--- src/hdl/abdp_consts.vh ---
// Constants for the analog block digital port: register map, fields, reset values, timing
`ifndef ABDP_CONSTS_VH
`define ABDP_CONSTS_VH

`define ABDP_ADDR_W         8
`define ABDP_DATA_W         32

`define ABDP_OFF_CTRL       8'h00
`define ABDP_OFF_TIMING     8'h04
`define ABDP_OFF_CHAN       8'h08
`define ABDP_OFF_CMD        8'h0C
`define ABDP_OFF_STATUS     8'h10
`define ABDP_OFF_RESULT     8'h14
`define ABDP_OFF_INT_STAT   8'h18
`define ABDP_OFF_INT_MASK   8'h1C
`define ABDP_OFF_QUAD_CM    8'h20
`define ABDP_OFF_QUAD_TM    8'h24
`define ABDP_OFF_QUAD_GD    8'h28

`define ABDP_CTRL_RESET_BIT 0
`define ABDP_CTRL_PD_BIT    1
`define ABDP_CTRL_REF_BIT   2
`define ABDP_CTRL_MODE_LSB  4
`define ABDP_CTRL_MODE_MSB  7
`define ABDP_TIM_DIV_LSB    0
`define ABDP_TIM_DIV_MSB    7
`define ABDP_TIM_STC_LSB    8
`define ABDP_TIM_STC_MSB    15
`define ABDP_CMD_START_BIT  0
`define ABDP_CMD_TEMP_BIT   1

`define ABDP_CTRL_RST_VAL   8'h01
`define ABDP_TIMING_RST_VAL 16'h0000

`define ABDP_EV_DONE        0
`define ABDP_EV_CAL         1
`define ABDP_EV_REFUSED     2
`define ABDP_EV_W           3

`define ABDP_RESULT_BITS    12
`define ABDP_CHAN_W         5
`define ABDP_QUADS          10
`define ABDP_CAL_CYCLES     64
`define ABDP_MEM_DEPTH      256

`endif

--- src/hdl/abdp_cfg_mem.v ---
// Byte-wide configuration memory port, sampled on the system clock, with write and read edges taken from its own clock pin
`timescale 1ns/1ps
`include "abdp_consts.vh"
module abdp_cfg_mem #(
    parameter DEPTH = `ABDP_MEM_DEPTH
) (
    input  wire       clock,
    input  wire       sys_rst,
    input  wire       config_mem_clock,
    input  wire       config_mem_reset_n,
    input  wire       config_mem_write_enable,
    input  wire [7:0] config_mem_address,
    input  wire [7:0] config_mem_write_data,
    output reg  [7:0] config_mem_read_data
);
    // Pins come from another clock: two flops each before any use
    reg  [18:0] meta_q;
    reg  [18:0] sync_q;
    reg         clk_prev_q;
    reg  [7:0]  mem [0:DEPTH-1];

    wire        clk_s    = sync_q[0];
    wire        rst_n_s  = sync_q[1];
    wire        wen_s    = sync_q[2];
    wire [7:0]  addr_s   = sync_q[10:3];
    wire [7:0]  wdata_s  = sync_q[18:11];
    // Address and data were synced together with the clock pin, so they are
    // stable here when the synced clock edge is seen
    wire        mem_edge = clk_s & ~clk_prev_q;

    always @(posedge clock)
    begin
        meta_q     <= {config_mem_write_data, config_mem_address,
                       config_mem_write_enable, config_mem_reset_n, config_mem_clock};
        sync_q     <= meta_q;
        clk_prev_q <= clk_s;
    end

    always @(posedge clock)
    begin
        if (mem_edge && rst_n_s && wen_s)
        begin
            mem[addr_s] <= wdata_s;
        end
    end

    always @(posedge clock)
    begin
        if (sys_rst || !rst_n_s)
        begin
            config_mem_read_data <= 8'h00;
        end
        else if (mem_edge)
        begin
            config_mem_read_data <= wen_s ? wdata_s : mem[addr_s];
        end
    end
endmodule // abdp_cfg_mem

--- src/hdl/abdp_top.v ---
// Analog block digital port: converter sequencer, quad controls, registers, config memory
// Functional notes
// - Converter reset bit high holds converter in reset and disables quads.
// - Power-down bit at one powers down the comparator.
// - Busy is high for the whole conversion, low otherwise.
// - Calibration status is high while power-up calibration runs.
// - Result valid rises only when the 12-bit result holds a conversion.
// - Sampling output is high while the input is being acquired.
// - Sampling output is zero whenever nothing is being acquired.
// - Reference select zero drives the internal 2.56 V reference out.
// - Reference select one takes an external reference and ground reference.
// - Config memory reset is active low.
//
// Decided for this implementation: the plain strobed port and the register offsets.
`timescale 1ns/1ps
`include "abdp_consts.vh"
module abdp_top #(
    parameter CAL_CYCLES = `ABDP_CAL_CYCLES,
    parameter QUADS      = `ABDP_QUADS
) (
    input  wire                               clock,
    input  wire                               sys_rst,
    input  wire [`ABDP_ADDR_W-1:0]            bus_addr,
    input  wire [`ABDP_DATA_W-1:0]            bus_wdata,
    input  wire                               bus_wr,
    input  wire                               bus_rd,
    output reg  [`ABDP_DATA_W-1:0]            bus_rdata,
    output reg                                irq,
    input  wire [`ABDP_RESULT_BITS-1:0]       conv_code_in,
    output reg                                busy,
    output reg                                calibrate,
    output reg                                result_valid,
    output reg                                sample,
    output reg  [`ABDP_RESULT_BITS-1:0]       result,
    output reg                                comparator_powerdown,
    output reg                                conv_reset_out,
    output reg                                quad_enable,
    output reg  [3:0]                         conv_mode,
    output reg  [`ABDP_CHAN_W-1:0]            channel_number,
    output reg                                internal_temp_strobe,
    output reg                                reference_pin_oe,
    output reg                                reference_external,
    output reg  [QUADS-1:0]                   current_monitor_strobe,
    output reg  [QUADS-1:0]                   temp_monitor_strobe,
    output reg  [QUADS-1:0]                   gate_drive_on,
    input  wire                               config_mem_clock,
    input  wire                               config_mem_reset_n,
    input  wire                               config_mem_write_enable,
    input  wire [7:0]                         config_mem_address,
    input  wire [7:0]                         config_mem_write_data,
    output wire [7:0]                         config_mem_read_data
);
    localparam [2:0] ST_RESET = 3'd0;
    localparam [2:0] ST_CAL   = 3'd1;
    localparam [2:0] ST_IDLE  = 3'd2;
    localparam [2:0] ST_SAMP  = 3'd3;
    localparam [2:0] ST_CONV  = 3'd4;

    localparam integer CAL_LAST_I  = CAL_CYCLES - 1;
    localparam integer CONV_LAST_I = `ABDP_RESULT_BITS - 1;
    localparam [11:0]  CAL_LAST    = CAL_LAST_I[11:0];
    localparam [11:0]  CONV_LAST   = CONV_LAST_I[11:0];

    function hit;
        input [`ABDP_ADDR_W-1:0] a;
        input [`ABDP_ADDR_W-1:0] off;
        begin
            hit = (a == off);
        end
    endfunction

    reg  [7:0]                    ctrl_q;
    reg  [15:0]                   timing_q;
    reg  [`ABDP_CHAN_W-1:0]       chan_q;
    reg  [QUADS-1:0]              quad_cm_q;
    reg  [QUADS-1:0]              quad_tm_q;
    reg  [QUADS-1:0]              quad_gd_q;
    reg  [`ABDP_EV_W-1:0]         int_stat_q;
    reg  [`ABDP_EV_W-1:0]         int_mask_q;
    reg  [2:0]                    state_q;
    reg  [2:0]                    state_d;
    reg  [11:0]                   cnt_q;
    reg  [11:0]                   cnt_d;
    reg  [7:0]                    pre_q;
    reg  [`ABDP_RESULT_BITS-1:0]  result_q;
    reg                           valid_q;
    reg  [`ABDP_EV_W-1:0]         events;
    reg  [`ABDP_EV_W-1:0]         int_stat_d;
    reg  [`ABDP_DATA_W-1:0]       rdata_d;

    wire       conv_rst    = ctrl_q[`ABDP_CTRL_RESET_BIT];
    wire       pd          = ctrl_q[`ABDP_CTRL_PD_BIT];
    wire [7:0] divide      = timing_q[`ABDP_TIM_DIV_MSB:`ABDP_TIM_DIV_LSB];
    wire [7:0] sample_time = timing_q[`ABDP_TIM_STC_MSB:`ABDP_TIM_STC_LSB];
    wire       wr_cmd      = bus_wr && hit(bus_addr, `ABDP_OFF_CMD);
    wire       start_req   = wr_cmd && bus_wdata[`ABDP_CMD_START_BIT];
    wire       start_ok    = start_req && (state_q == ST_IDLE) && !pd;
    // One tick per (divide + 1) system clocks paces sampling and bit trials
    wire       tick        = (pre_q == divide);

    // Software-written control registers
    always @(posedge clock)
    begin
        if (sys_rst)
        begin
            ctrl_q    <= `ABDP_CTRL_RST_VAL;
            timing_q  <= `ABDP_TIMING_RST_VAL;
            chan_q    <= {`ABDP_CHAN_W{1'b0}};
            quad_cm_q <= {QUADS{1'b0}};
            quad_tm_q <= {QUADS{1'b0}};
            quad_gd_q <= {QUADS{1'b0}};
            int_mask_q <= {`ABDP_EV_W{1'b0}};
        end
        else if (bus_wr)
        begin
            if (hit(bus_addr, `ABDP_OFF_CTRL))
                ctrl_q <= bus_wdata[7:0];
            if (hit(bus_addr, `ABDP_OFF_TIMING))
                timing_q <= bus_wdata[15:0];
            if (hit(bus_addr, `ABDP_OFF_CHAN))
                chan_q <= bus_wdata[`ABDP_CHAN_W-1:0];
            if (hit(bus_addr, `ABDP_OFF_QUAD_CM))
                quad_cm_q <= bus_wdata[QUADS-1:0];
            if (hit(bus_addr, `ABDP_OFF_QUAD_TM))
                quad_tm_q <= bus_wdata[QUADS-1:0];
            if (hit(bus_addr, `ABDP_OFF_QUAD_GD))
                quad_gd_q <= bus_wdata[QUADS-1:0];
            if (hit(bus_addr, `ABDP_OFF_INT_MASK))
                int_mask_q <= bus_wdata[`ABDP_EV_W-1:0];
        end
    end

    // Conversion sequencer
    always @*
    begin
        state_d = state_q;
        cnt_d   = cnt_q;
        events  = {`ABDP_EV_W{1'b0}};
        events[`ABDP_EV_REFUSED] = start_req && !start_ok;
        case (state_q)
            ST_RESET:
            begin
                cnt_d = 12'h000;
                if (!conv_rst)
                    state_d = ST_CAL;
            end
            ST_CAL:
            begin
                cnt_d = cnt_q + 12'h001;
                if (cnt_q == CAL_LAST)
                begin
                    state_d = ST_IDLE;
                    cnt_d   = 12'h000;
                    events[`ABDP_EV_CAL] = 1'b1;
                end
            end
            ST_IDLE:
            begin
                cnt_d = 12'h000;
                if (start_ok)
                    state_d = ST_SAMP;
            end
            ST_SAMP:
            begin
                if (pd)
                    state_d = ST_IDLE;
                else if (tick)
                begin
                    cnt_d = cnt_q + 12'h001;
                    if (cnt_q == {4'h0, sample_time})
                    begin
                        state_d = ST_CONV;
                        cnt_d   = 12'h000;
                    end
                end
            end
            ST_CONV:
            begin
                if (pd)
                    state_d = ST_IDLE;
                else if (tick)
                begin
                    cnt_d = cnt_q + 12'h001;
                    if (cnt_q == CONV_LAST)
                    begin
                        state_d = ST_IDLE;
                        cnt_d   = 12'h000;
                        events[`ABDP_EV_DONE] = 1'b1;
                    end
                end
            end
            default:
            begin
                state_d = ST_RESET;
                cnt_d   = 12'h000;
            end
        endcase
        // Converter reset overrides everything but the refused event, even a running conversion
        if (conv_rst)
        begin
            state_d = ST_RESET;
            cnt_d   = 12'h000;
            events[`ABDP_EV_DONE] = 1'b0;
            events[`ABDP_EV_CAL]  = 1'b0;
        end
    end

    always @(posedge clock)
    begin
        if (sys_rst)
        begin
            state_q  <= ST_RESET;
            cnt_q    <= 12'h000;
            pre_q    <= 8'h00;
            result_q <= {`ABDP_RESULT_BITS{1'b0}};
            valid_q  <= 1'b0;
        end
        else
        begin
            state_q <= state_d;
            cnt_q   <= cnt_d;
            pre_q   <= (start_ok || tick) ? 8'h00 : pre_q + 8'h01;
            if (conv_rst || start_ok)
                valid_q <= 1'b0;
            else if (events[`ABDP_EV_DONE])
            begin
                result_q <= conv_code_in;
                valid_q  <= 1'b1;
            end
        end
    end

    // Sticky interrupt status, write one to clear; a same-cycle event wins
    always @*
    begin
        int_stat_d = int_stat_q;
        if (bus_wr && hit(bus_addr, `ABDP_OFF_INT_STAT))
            int_stat_d = int_stat_d & ~bus_wdata[`ABDP_EV_W-1:0];
        int_stat_d = int_stat_d | events;
    end

    always @*
    begin
        rdata_d = {`ABDP_DATA_W{1'b0}};
        case (bus_addr)
            `ABDP_OFF_CTRL:     rdata_d[7:0] = ctrl_q;
            `ABDP_OFF_TIMING:   rdata_d[15:0] = timing_q;
            `ABDP_OFF_CHAN:     rdata_d[`ABDP_CHAN_W-1:0] = chan_q;
            `ABDP_OFF_STATUS:   rdata_d[3:0] = {sample, result_valid, calibrate, busy};
            `ABDP_OFF_RESULT:   rdata_d[`ABDP_RESULT_BITS-1:0] = result_q;
            `ABDP_OFF_INT_STAT: rdata_d[`ABDP_EV_W-1:0] = int_stat_q;
            `ABDP_OFF_INT_MASK: rdata_d[`ABDP_EV_W-1:0] = int_mask_q;
            `ABDP_OFF_QUAD_CM:  rdata_d[QUADS-1:0] = quad_cm_q;
            `ABDP_OFF_QUAD_TM:  rdata_d[QUADS-1:0] = quad_tm_q;
            `ABDP_OFF_QUAD_GD:  rdata_d[QUADS-1:0] = quad_gd_q;
            default:            rdata_d = {`ABDP_DATA_W{1'b0}};
        endcase
    end

    // Registered outputs; status flags follow the sequencer's next state
    always @(posedge clock)
    begin
        if (sys_rst)
        begin
            int_stat_q             <= {`ABDP_EV_W{1'b0}};
            irq                    <= 1'b0;
            bus_rdata              <= {`ABDP_DATA_W{1'b0}};
            busy                   <= 1'b0;
            calibrate              <= 1'b0;
            sample                 <= 1'b0;
            result_valid           <= 1'b0;
            result                 <= {`ABDP_RESULT_BITS{1'b0}};
            comparator_powerdown   <= 1'b0;
            conv_reset_out         <= 1'b1;
            quad_enable            <= 1'b0;
            conv_mode              <= 4'h0;
            channel_number         <= {`ABDP_CHAN_W{1'b0}};
            internal_temp_strobe   <= 1'b0;
            reference_pin_oe       <= 1'b1;
            reference_external     <= 1'b0;
            current_monitor_strobe <= {QUADS{1'b0}};
            temp_monitor_strobe    <= {QUADS{1'b0}};
            gate_drive_on          <= {QUADS{1'b0}};
        end
        else
        begin
            int_stat_q   <= int_stat_d;
            irq          <= |(int_stat_d & int_mask_q);
            bus_rdata    <= bus_rd ? rdata_d : {`ABDP_DATA_W{1'b0}};
            busy         <= (state_d == ST_SAMP) || (state_d == ST_CONV);
            calibrate    <= (state_d == ST_CAL);
            sample       <= (state_d == ST_SAMP);
            result_valid <= !(conv_rst || start_ok) && (valid_q || events[`ABDP_EV_DONE]);
            if (events[`ABDP_EV_DONE])
                result <= conv_code_in;
            comparator_powerdown <= pd;
            conv_reset_out       <= conv_rst;
            quad_enable          <= !conv_rst;
            conv_mode            <= ctrl_q[`ABDP_CTRL_MODE_MSB:`ABDP_CTRL_MODE_LSB];
            channel_number       <= chan_q;
            internal_temp_strobe <= wr_cmd && bus_wdata[`ABDP_CMD_TEMP_BIT];
            // Internal 2.56 V reference is driven only when external is not chosen
            reference_pin_oe     <= !ctrl_q[`ABDP_CTRL_REF_BIT];
            reference_external   <= ctrl_q[`ABDP_CTRL_REF_BIT];
            // Disabled quads see no strobes or gate drive
            current_monitor_strobe <= conv_rst ? {QUADS{1'b0}} : quad_cm_q;
            temp_monitor_strobe    <= conv_rst ? {QUADS{1'b0}} : quad_tm_q;
            gate_drive_on          <= conv_rst ? {QUADS{1'b0}} : quad_gd_q;
        end
    end

    abdp_cfg_mem #(
        .DEPTH (`ABDP_MEM_DEPTH)
    ) u_cfg_mem (
        .clock                   (clock),
        .sys_rst                 (sys_rst),
        .config_mem_clock        (config_mem_clock),
        .config_mem_reset_n      (config_mem_reset_n),
        .config_mem_write_enable (config_mem_write_enable),
        .config_mem_address      (config_mem_address),
        .config_mem_write_data   (config_mem_write_data),
        .config_mem_read_data    (config_mem_read_data)
    );
endmodule // abdp_top

--- config.mk ---
export PLATFORM = sky130hd
export DESIGN_NAME = abdp_top
export DESIGN_NICKNAME = d
export VERILOG_FILES = /design/src/hdl/abdp_cfg_mem.v /design/src/hdl/abdp_top.v
export VERILOG_INCLUDE_DIRS = /design/src /design/src/hdl
export SDC_FILE = /design/constraint.sdc
export NUM_CORES = 2
export LEC_CHECK = 0
export BUFFER_PORTS_ARGS = -buffer_cell sky130_fd_sc_hd__buf_2
export CORE_ASPECT_RATIO = 1.75
export CORE_UTILIZATION = 45
export DETAILED_ROUTE_END_ITERATION = 7
export PLACE_DENSITY = 0.62
export SLEW_MARGIN = 20
export SYNTH_ARGS = -nofsm -noshare
export SYNTH_HDL_FRONTEND = slang
export SYNTH_SLANG_ARGS = --single-unit
--- constraint.sdc ---
create_clock -name clock -period 13.8 [get_ports clock]
set_input_delay 1.38 -clock clock [delete_from_list [all_inputs] [get_ports clock]]
set_output_delay 1.38 -clock clock [all_outputs]
set_load 0.03 [all_outputs]
# After elaboration in Yosys (flattened, before gate mapping)
# Memory sizes are Yosys's and may differ from the RTL's. A register that Yosys moved wholly into a read port is not among the register bits.
# Index checks and enable logic that the tools add are counted.
# Widths: inputs -> output; s select.
classes:
  n_bitwise: 9
  eq_ne: 25
  n_addsub: 2
  reduce_logical: 38
  n_mux: 34
ops:
  columns: ["operator", "count"]
  rows:
  - ["$mux 12", 7]
  - ["$pmux 12 s3", 1]
  - ["$eq 8x5->1 const B", 4]
  - ["$mux 3", 10]
  - ["$pmux 3 s10", 1]
  - ["$eq 8x6->1 const B", 3]
  - ["$pmux 3 s6", 1]
  - ["$eq 8x4->1 const B", 2]
  - ["$reduce_and 2->1", 8]
  - ["$pmux 3 s5", 1]
  - ["$add 12x1->12 const B", 1]
  - ["$eq 12x4->1 const B", 1]
  - ["$eq 12x6->1 const B", 1]
  - ["$eq 12x8->1", 1]
  - ["$logic_and 1x1->1", 10]
  - ["$pmux 2 s5", 1]
  - ["$eq 3x2->1 const B", 3]
  - ["$add 8x1->8 const B", 1]
  - ["$eq 8x3->1 const B", 1]
  - ["$eq 8x8->1", 1]
  - ["$logic_not 8->1", 1]
  - ["$mux 1", 8]
  - ["$ne 2x2->1 const B", 4]
  - ["$pmux 1 s8", 1]
  - ["16 further kinds", 35]
totals:
  ramBits: 2048
  mem_count: 1
  out_inout_bits: 102
  elab_cells: 145
  ff_bits: 234
memory_table:
  columns: ["name", "words", "width", "rd", "rd_ports_with_merged_regs", "write_ports", "line_no", "source"]
  rows:
  - ["u_cfg_mem.mem", 256, 8, 1, 1, 1, "abdp_cfg_mem.v:20", "reg [7:0] mem [0:DEPTH-1];"]

# Depth between registers and ports, before layout
logic_depth:
  word_depth: 10
  depth_mapped: 13
  depth_no_buf: 8

# By module
# Synthesis repeated with hierarchy kept, for this count alone.
unflattened:
  cells_unflattened: 4637
  hier_area_um2: 88214.6
by_module_without_submodules:
  columns: ["mod", "area_per_inst_um2", "seq_area_each_um2", "instances", "cells_per_inst"]
  rows:
  - ["abdp_cfg_mem", 81071.5, 62439.9, 1, 3861]
  - ["abdp_top", 7143.1, 3583.4, 1, 776]

# Worst setup path after synthesis
# No wires, ideal clock.
synth_path:
  path_type: "register -> register"
  from: "register, netlist name u_cfg_mem.sync_q[18]"
  to: "register u_cfg_mem.config_mem_read_data[7], read port of u_cfg_mem.mem"
  path_stages_with_launch: 7
  synth_period_minus_slack_ns: 4.990
  arrival_time_ns: 4.911
  slack_ns: 8.810
  path_cell_list: "dfxtp_1 o21ai_0 nor4_1 o221ai_1 a21oi_1 a221oi_1 o211ai_1"
synth_lines:
  columns: ["element", "line_no", "source"]
  rows:
  - ["to (decl)", "abdp_cfg_mem.v:14", "output reg [7:0] config_mem_read_data"]

==> metrics.csv <==
stage,metric,value,unit
timing,min_period_over_period,0.398,
timing,skew,0.0909,ns
grt,grt_use_total,0.238,
floorplan,rows,214,
outcome,status,"complete, no violations",
setup_path,start_kind,flip-flop,
grt,antenna_found_initial,5,
routing,drc,0,
timing,fmax,182,MHz
routing,drt_iter0_drc,4409,
finish,nets,4869,
clock_tree,cts.path.max_buffers,4,
grt,grt_overflow,0,
finish,regArea,66100,um2
finish,fillCellCount,15637,
placed_design,placed_cells,7177,
routing,topRoutingLayerUsed,met5,
yosys,ys_seq_elements,2274,
pwr,p_total,13.7,mW
timing,fin_setup_tns,0,ns
yosys,synth_warnings,0,
grt,grt_max_degree,208,
floorplan,io_pins,177,
routing,wl_per_cell,31.2,um
yosys,syn_inst,4600,
pwr,peakVddDrop,0.126,mV
clock_tree,hold_buffers,0,
setup_path,critPathKind,reg -> reg,
yosys,syn_avg_cell_area,19.1,um2
placed_design,gp_congestion,0.888,
clock_tree,htree_levels,4,
routing,firstDrtPassIters,5,
setup_path,crit_fanout,42,
floorplan,start_util,0.453,
timing,slew_headroom,0.210,
grt,first_global_vias,45926,
finish,area.growth.synth_to_final,11.3,%
pwr,power_density,140,nW/um2
routing,dr_wl_met2,123000,um
timing,finalHoldViolCount,0,
timing,setup_viol,0,
routing,vias,44987,
setup_path,arrival,6.23,ns
hold_path,hold_path.class,reg -> reg,
run,drv_cap,0,
timing,tightest_slew,1.19,ns
floorplan,die_h,587,um
clock_tree,cts_resized,0,
yosys,synth.distinct_cells,81,
yosys,async_flop_share,0,
yosys,synth_area,87900,um2
routing,vias_per_cell,5.96,
clock_tree,post_cts_buffers,0,
finish,final_layout_size_suffix_gt1_frac,0.222,
timing,post-route-min-period,5.49,ns
timing,slew_viol_final,0,
finish,final_cells,7543,
setup_path,crit_required,14.53,ns
finish,final_util,0.504,
clock_tree,cts_buffers,202,
timing,rsz0062_at_grt,no,
clock_tree,cts_tree,built,
pwr,p_leak,31.3,nW
floorplan,core-area,194000,um2
clock_tree,clockRootBuffer,clkbuf_16,
routing,ant_nets,0,
routing,wl,235000,um
clock_tree,clock-sinks,2274,
setup_path,critPathCaptureType,flip-flop,
placed_design,dpl.hpwl,149000,um
floorplan,fp.dieW,336,um
clock_tree,clk_latency,0.87,ns
timing,hold_ws,0.324,ns
grt,grt_pass1_wl,335000,um
finish,multi_input_area,20300,um2
routing,wl_met3,15200,um
routing,drt-met1-wl,81300,um
placed_design,io_buffers,144,
clock_tree,path_clk_slew,0.07,ns
floorplan,dieArea,197000,um2
yosys,seq_area_frac_synth,0.751,
yosys,synth_edf_count,2048,
yosys,ys.flop_type,edfxtp_1,
-- layout make-up --
type | count | share of cell area
Antenna cell | 2 | 0.0000511
Clock buffer | 264 | 0.0562
Clock inverter | 97 | 0.00869
Inverter | 17 | 0.000678
Multi-Input combinational cell | 2028 | 0.208
Sequential cell | 2274 | 0.675
Tap cell | 2592 | 0.0331
Timing Repair Buffer | 269 | 0.0182
-- path summary, 6_finish.rpt --
path	startpoint	endpoint	slack (ns)	cells past startpoint
setup / recovery	u_cfg_mem.sync_q[4]	u_cfg_mem.config_mem_read_data[6]	8.31	9
hold / removal	u_cfg_mem.meta_q[4]	u_cfg_mem.sync_q[4]	0.32	0
setup reg to reg	u_cfg_mem.sync_q[4]	u_cfg_mem.config_mem_read_data[6]	8.31	9
hold reg to reg	u_cfg_mem.meta_q[4]	u_cfg_mem.sync_q[4]	0.32	0
-- per-stage QoR --
stage / worst slack (ns) / cell area [um2]
global placement: 8.24 / 91400
global route: 8.15 / 97900
floorplan: 8.81 / 88000
CTS: 8.19 / 97800
finish: 8.31 / 97900
detailed placement: 8.21 / 91400
-- where the power goes --
part	internal, mW	switching (mW)
clock network	3.07	2.48
registers	7.50	0.0373
logic	0.205	0.419
-- cell usage after synthesis (all sizes together) (4+ instances only) --
cell,n,area (um2)
a2111oi,6,52.6
a211oi,10,75.1
a21boi,4,30.0
a21oi,75,375
a221o,4,40.0
a221oi,23,214
a222oi,8,80.1
a22o,7,61.3
a22oi,62,465
a31oi,13,81.3
a32oi,21,184
and2,38,238
and3,17,106
buf,174,1230
clkbuf,122,458
dfxtp,226,4520
edfxtp,2048,61500
inv,14,52.6
mux2,17,191
mux2i,228,2280
mux4,477,10700
nand2,186,698
nand2b,10,62.6
nand3,90,450
nand3b,5,37.5
nand4,20,125
nor2,363,1370
nor2b,32,200
nor3,66,335
nor4,10,62.6
o211ai,16,120
o21a,6,45.0
o21ai,44,220
o221ai,6,52.6
o22ai,50,313
o311ai,5,43.8
o31ai,6,45.0
or2,4,25.0
or3b,4,35.0
xnor2,16,140
xor2,16,140
-- layout by cell type (no fill, tap or decap), types with 10 or more instances in the layout --
cell type,n
nand3_1,90
buf_2,143
a21oi_1,75
clkbuf_8,13
conb_1,16
clkbuf_1,45
o211ai_1,16
nand2_1,186
a31oi_1,13
mux2_2,17
nor2_1,357
clkinv_1,36
nor3_2,14
nand2b_1,10
dfxtp_4,13
bufinv_16,14
nor2b_1,27
a32oi_1,21
a22oi_1,62
a221oi_1,21
and3_1,17
clkbuf_16,206
nor4_1,10
and2_1,36
nand4_1,20
a211oi_1,10
o22ai_1,50
o21ai_0,38
dfxtp_1,212
clkinv_2,29
xor2_1,16
buf_4,118
mux2i_1,228
edfxtp_1,2048
mux4_2,477
xnor2_1,16
inv_1,13
nor3_1,52
-- registers in the layout, summed over array words and instances (netlist names), 3 cells and up --
signal                          cells
u_cfg_mem.mem                    2048
u_cfg_mem.meta_q                   19
u_cfg_mem.sync_q                   19
bus_rdata                          16
timing_q                           16
cnt_q                              12
result                             12
result_q                           12
current_monitor_strobe             10
gate_drive_on                      10
quad_cm_q                          10
quad_gd_q                          10
quad_tm_q                          10
temp_monitor_strobe                10
ctrl_q                              8
pre_q                               8
u_cfg_mem.config_mem_read_data      8
chan_q                              5
channel_number                      5
conv_mode                           4
int_mask_q                          3
int_stat_q                          3
state_q                             3
-- worst max-delay path, cell delays in order (launching register included) --
cell and delay [ns]:
dfxtp_4 0.83, buf_4 0.66, buf_4 0.68, buf_4 0.75
mux4_2 0.59, o22ai_1 0.44, nor2_1 0.12, a31oi_1 0.65
o21bai_1 0.12, a221o_1 0.36
-- metal layers --
layer / up-vias / GRT usage
li1: 18922 / -
met1: 23572 / 0.275
met2: 1971 / 0.418
met3: 520 / 0.0344
met4: 2 / 0.141
met5: - / 0
-- logic make-up (layout without fill, tap and decap cells) --
group | count (synthesis) | count (layout) | synth area share
flip-flops | 2274 | 2274 | 0.751
AND/OR/NAND/NOR | 865 | 865 | 0.0446
multiplexers | 722 | 722 | 0.150
AO/OA/AOI/OAI | 391 | 391 | 0.0310
buffers and inverters | 313 | 647 | 0.0199
XOR/XNOR | 32 | 32 | 0.00319
adder cells (fa/ha/maj) | 2 | 2 | 0.000285
other | 1 | 18 | 0.0000426
(Power assumes the default switching activity.)
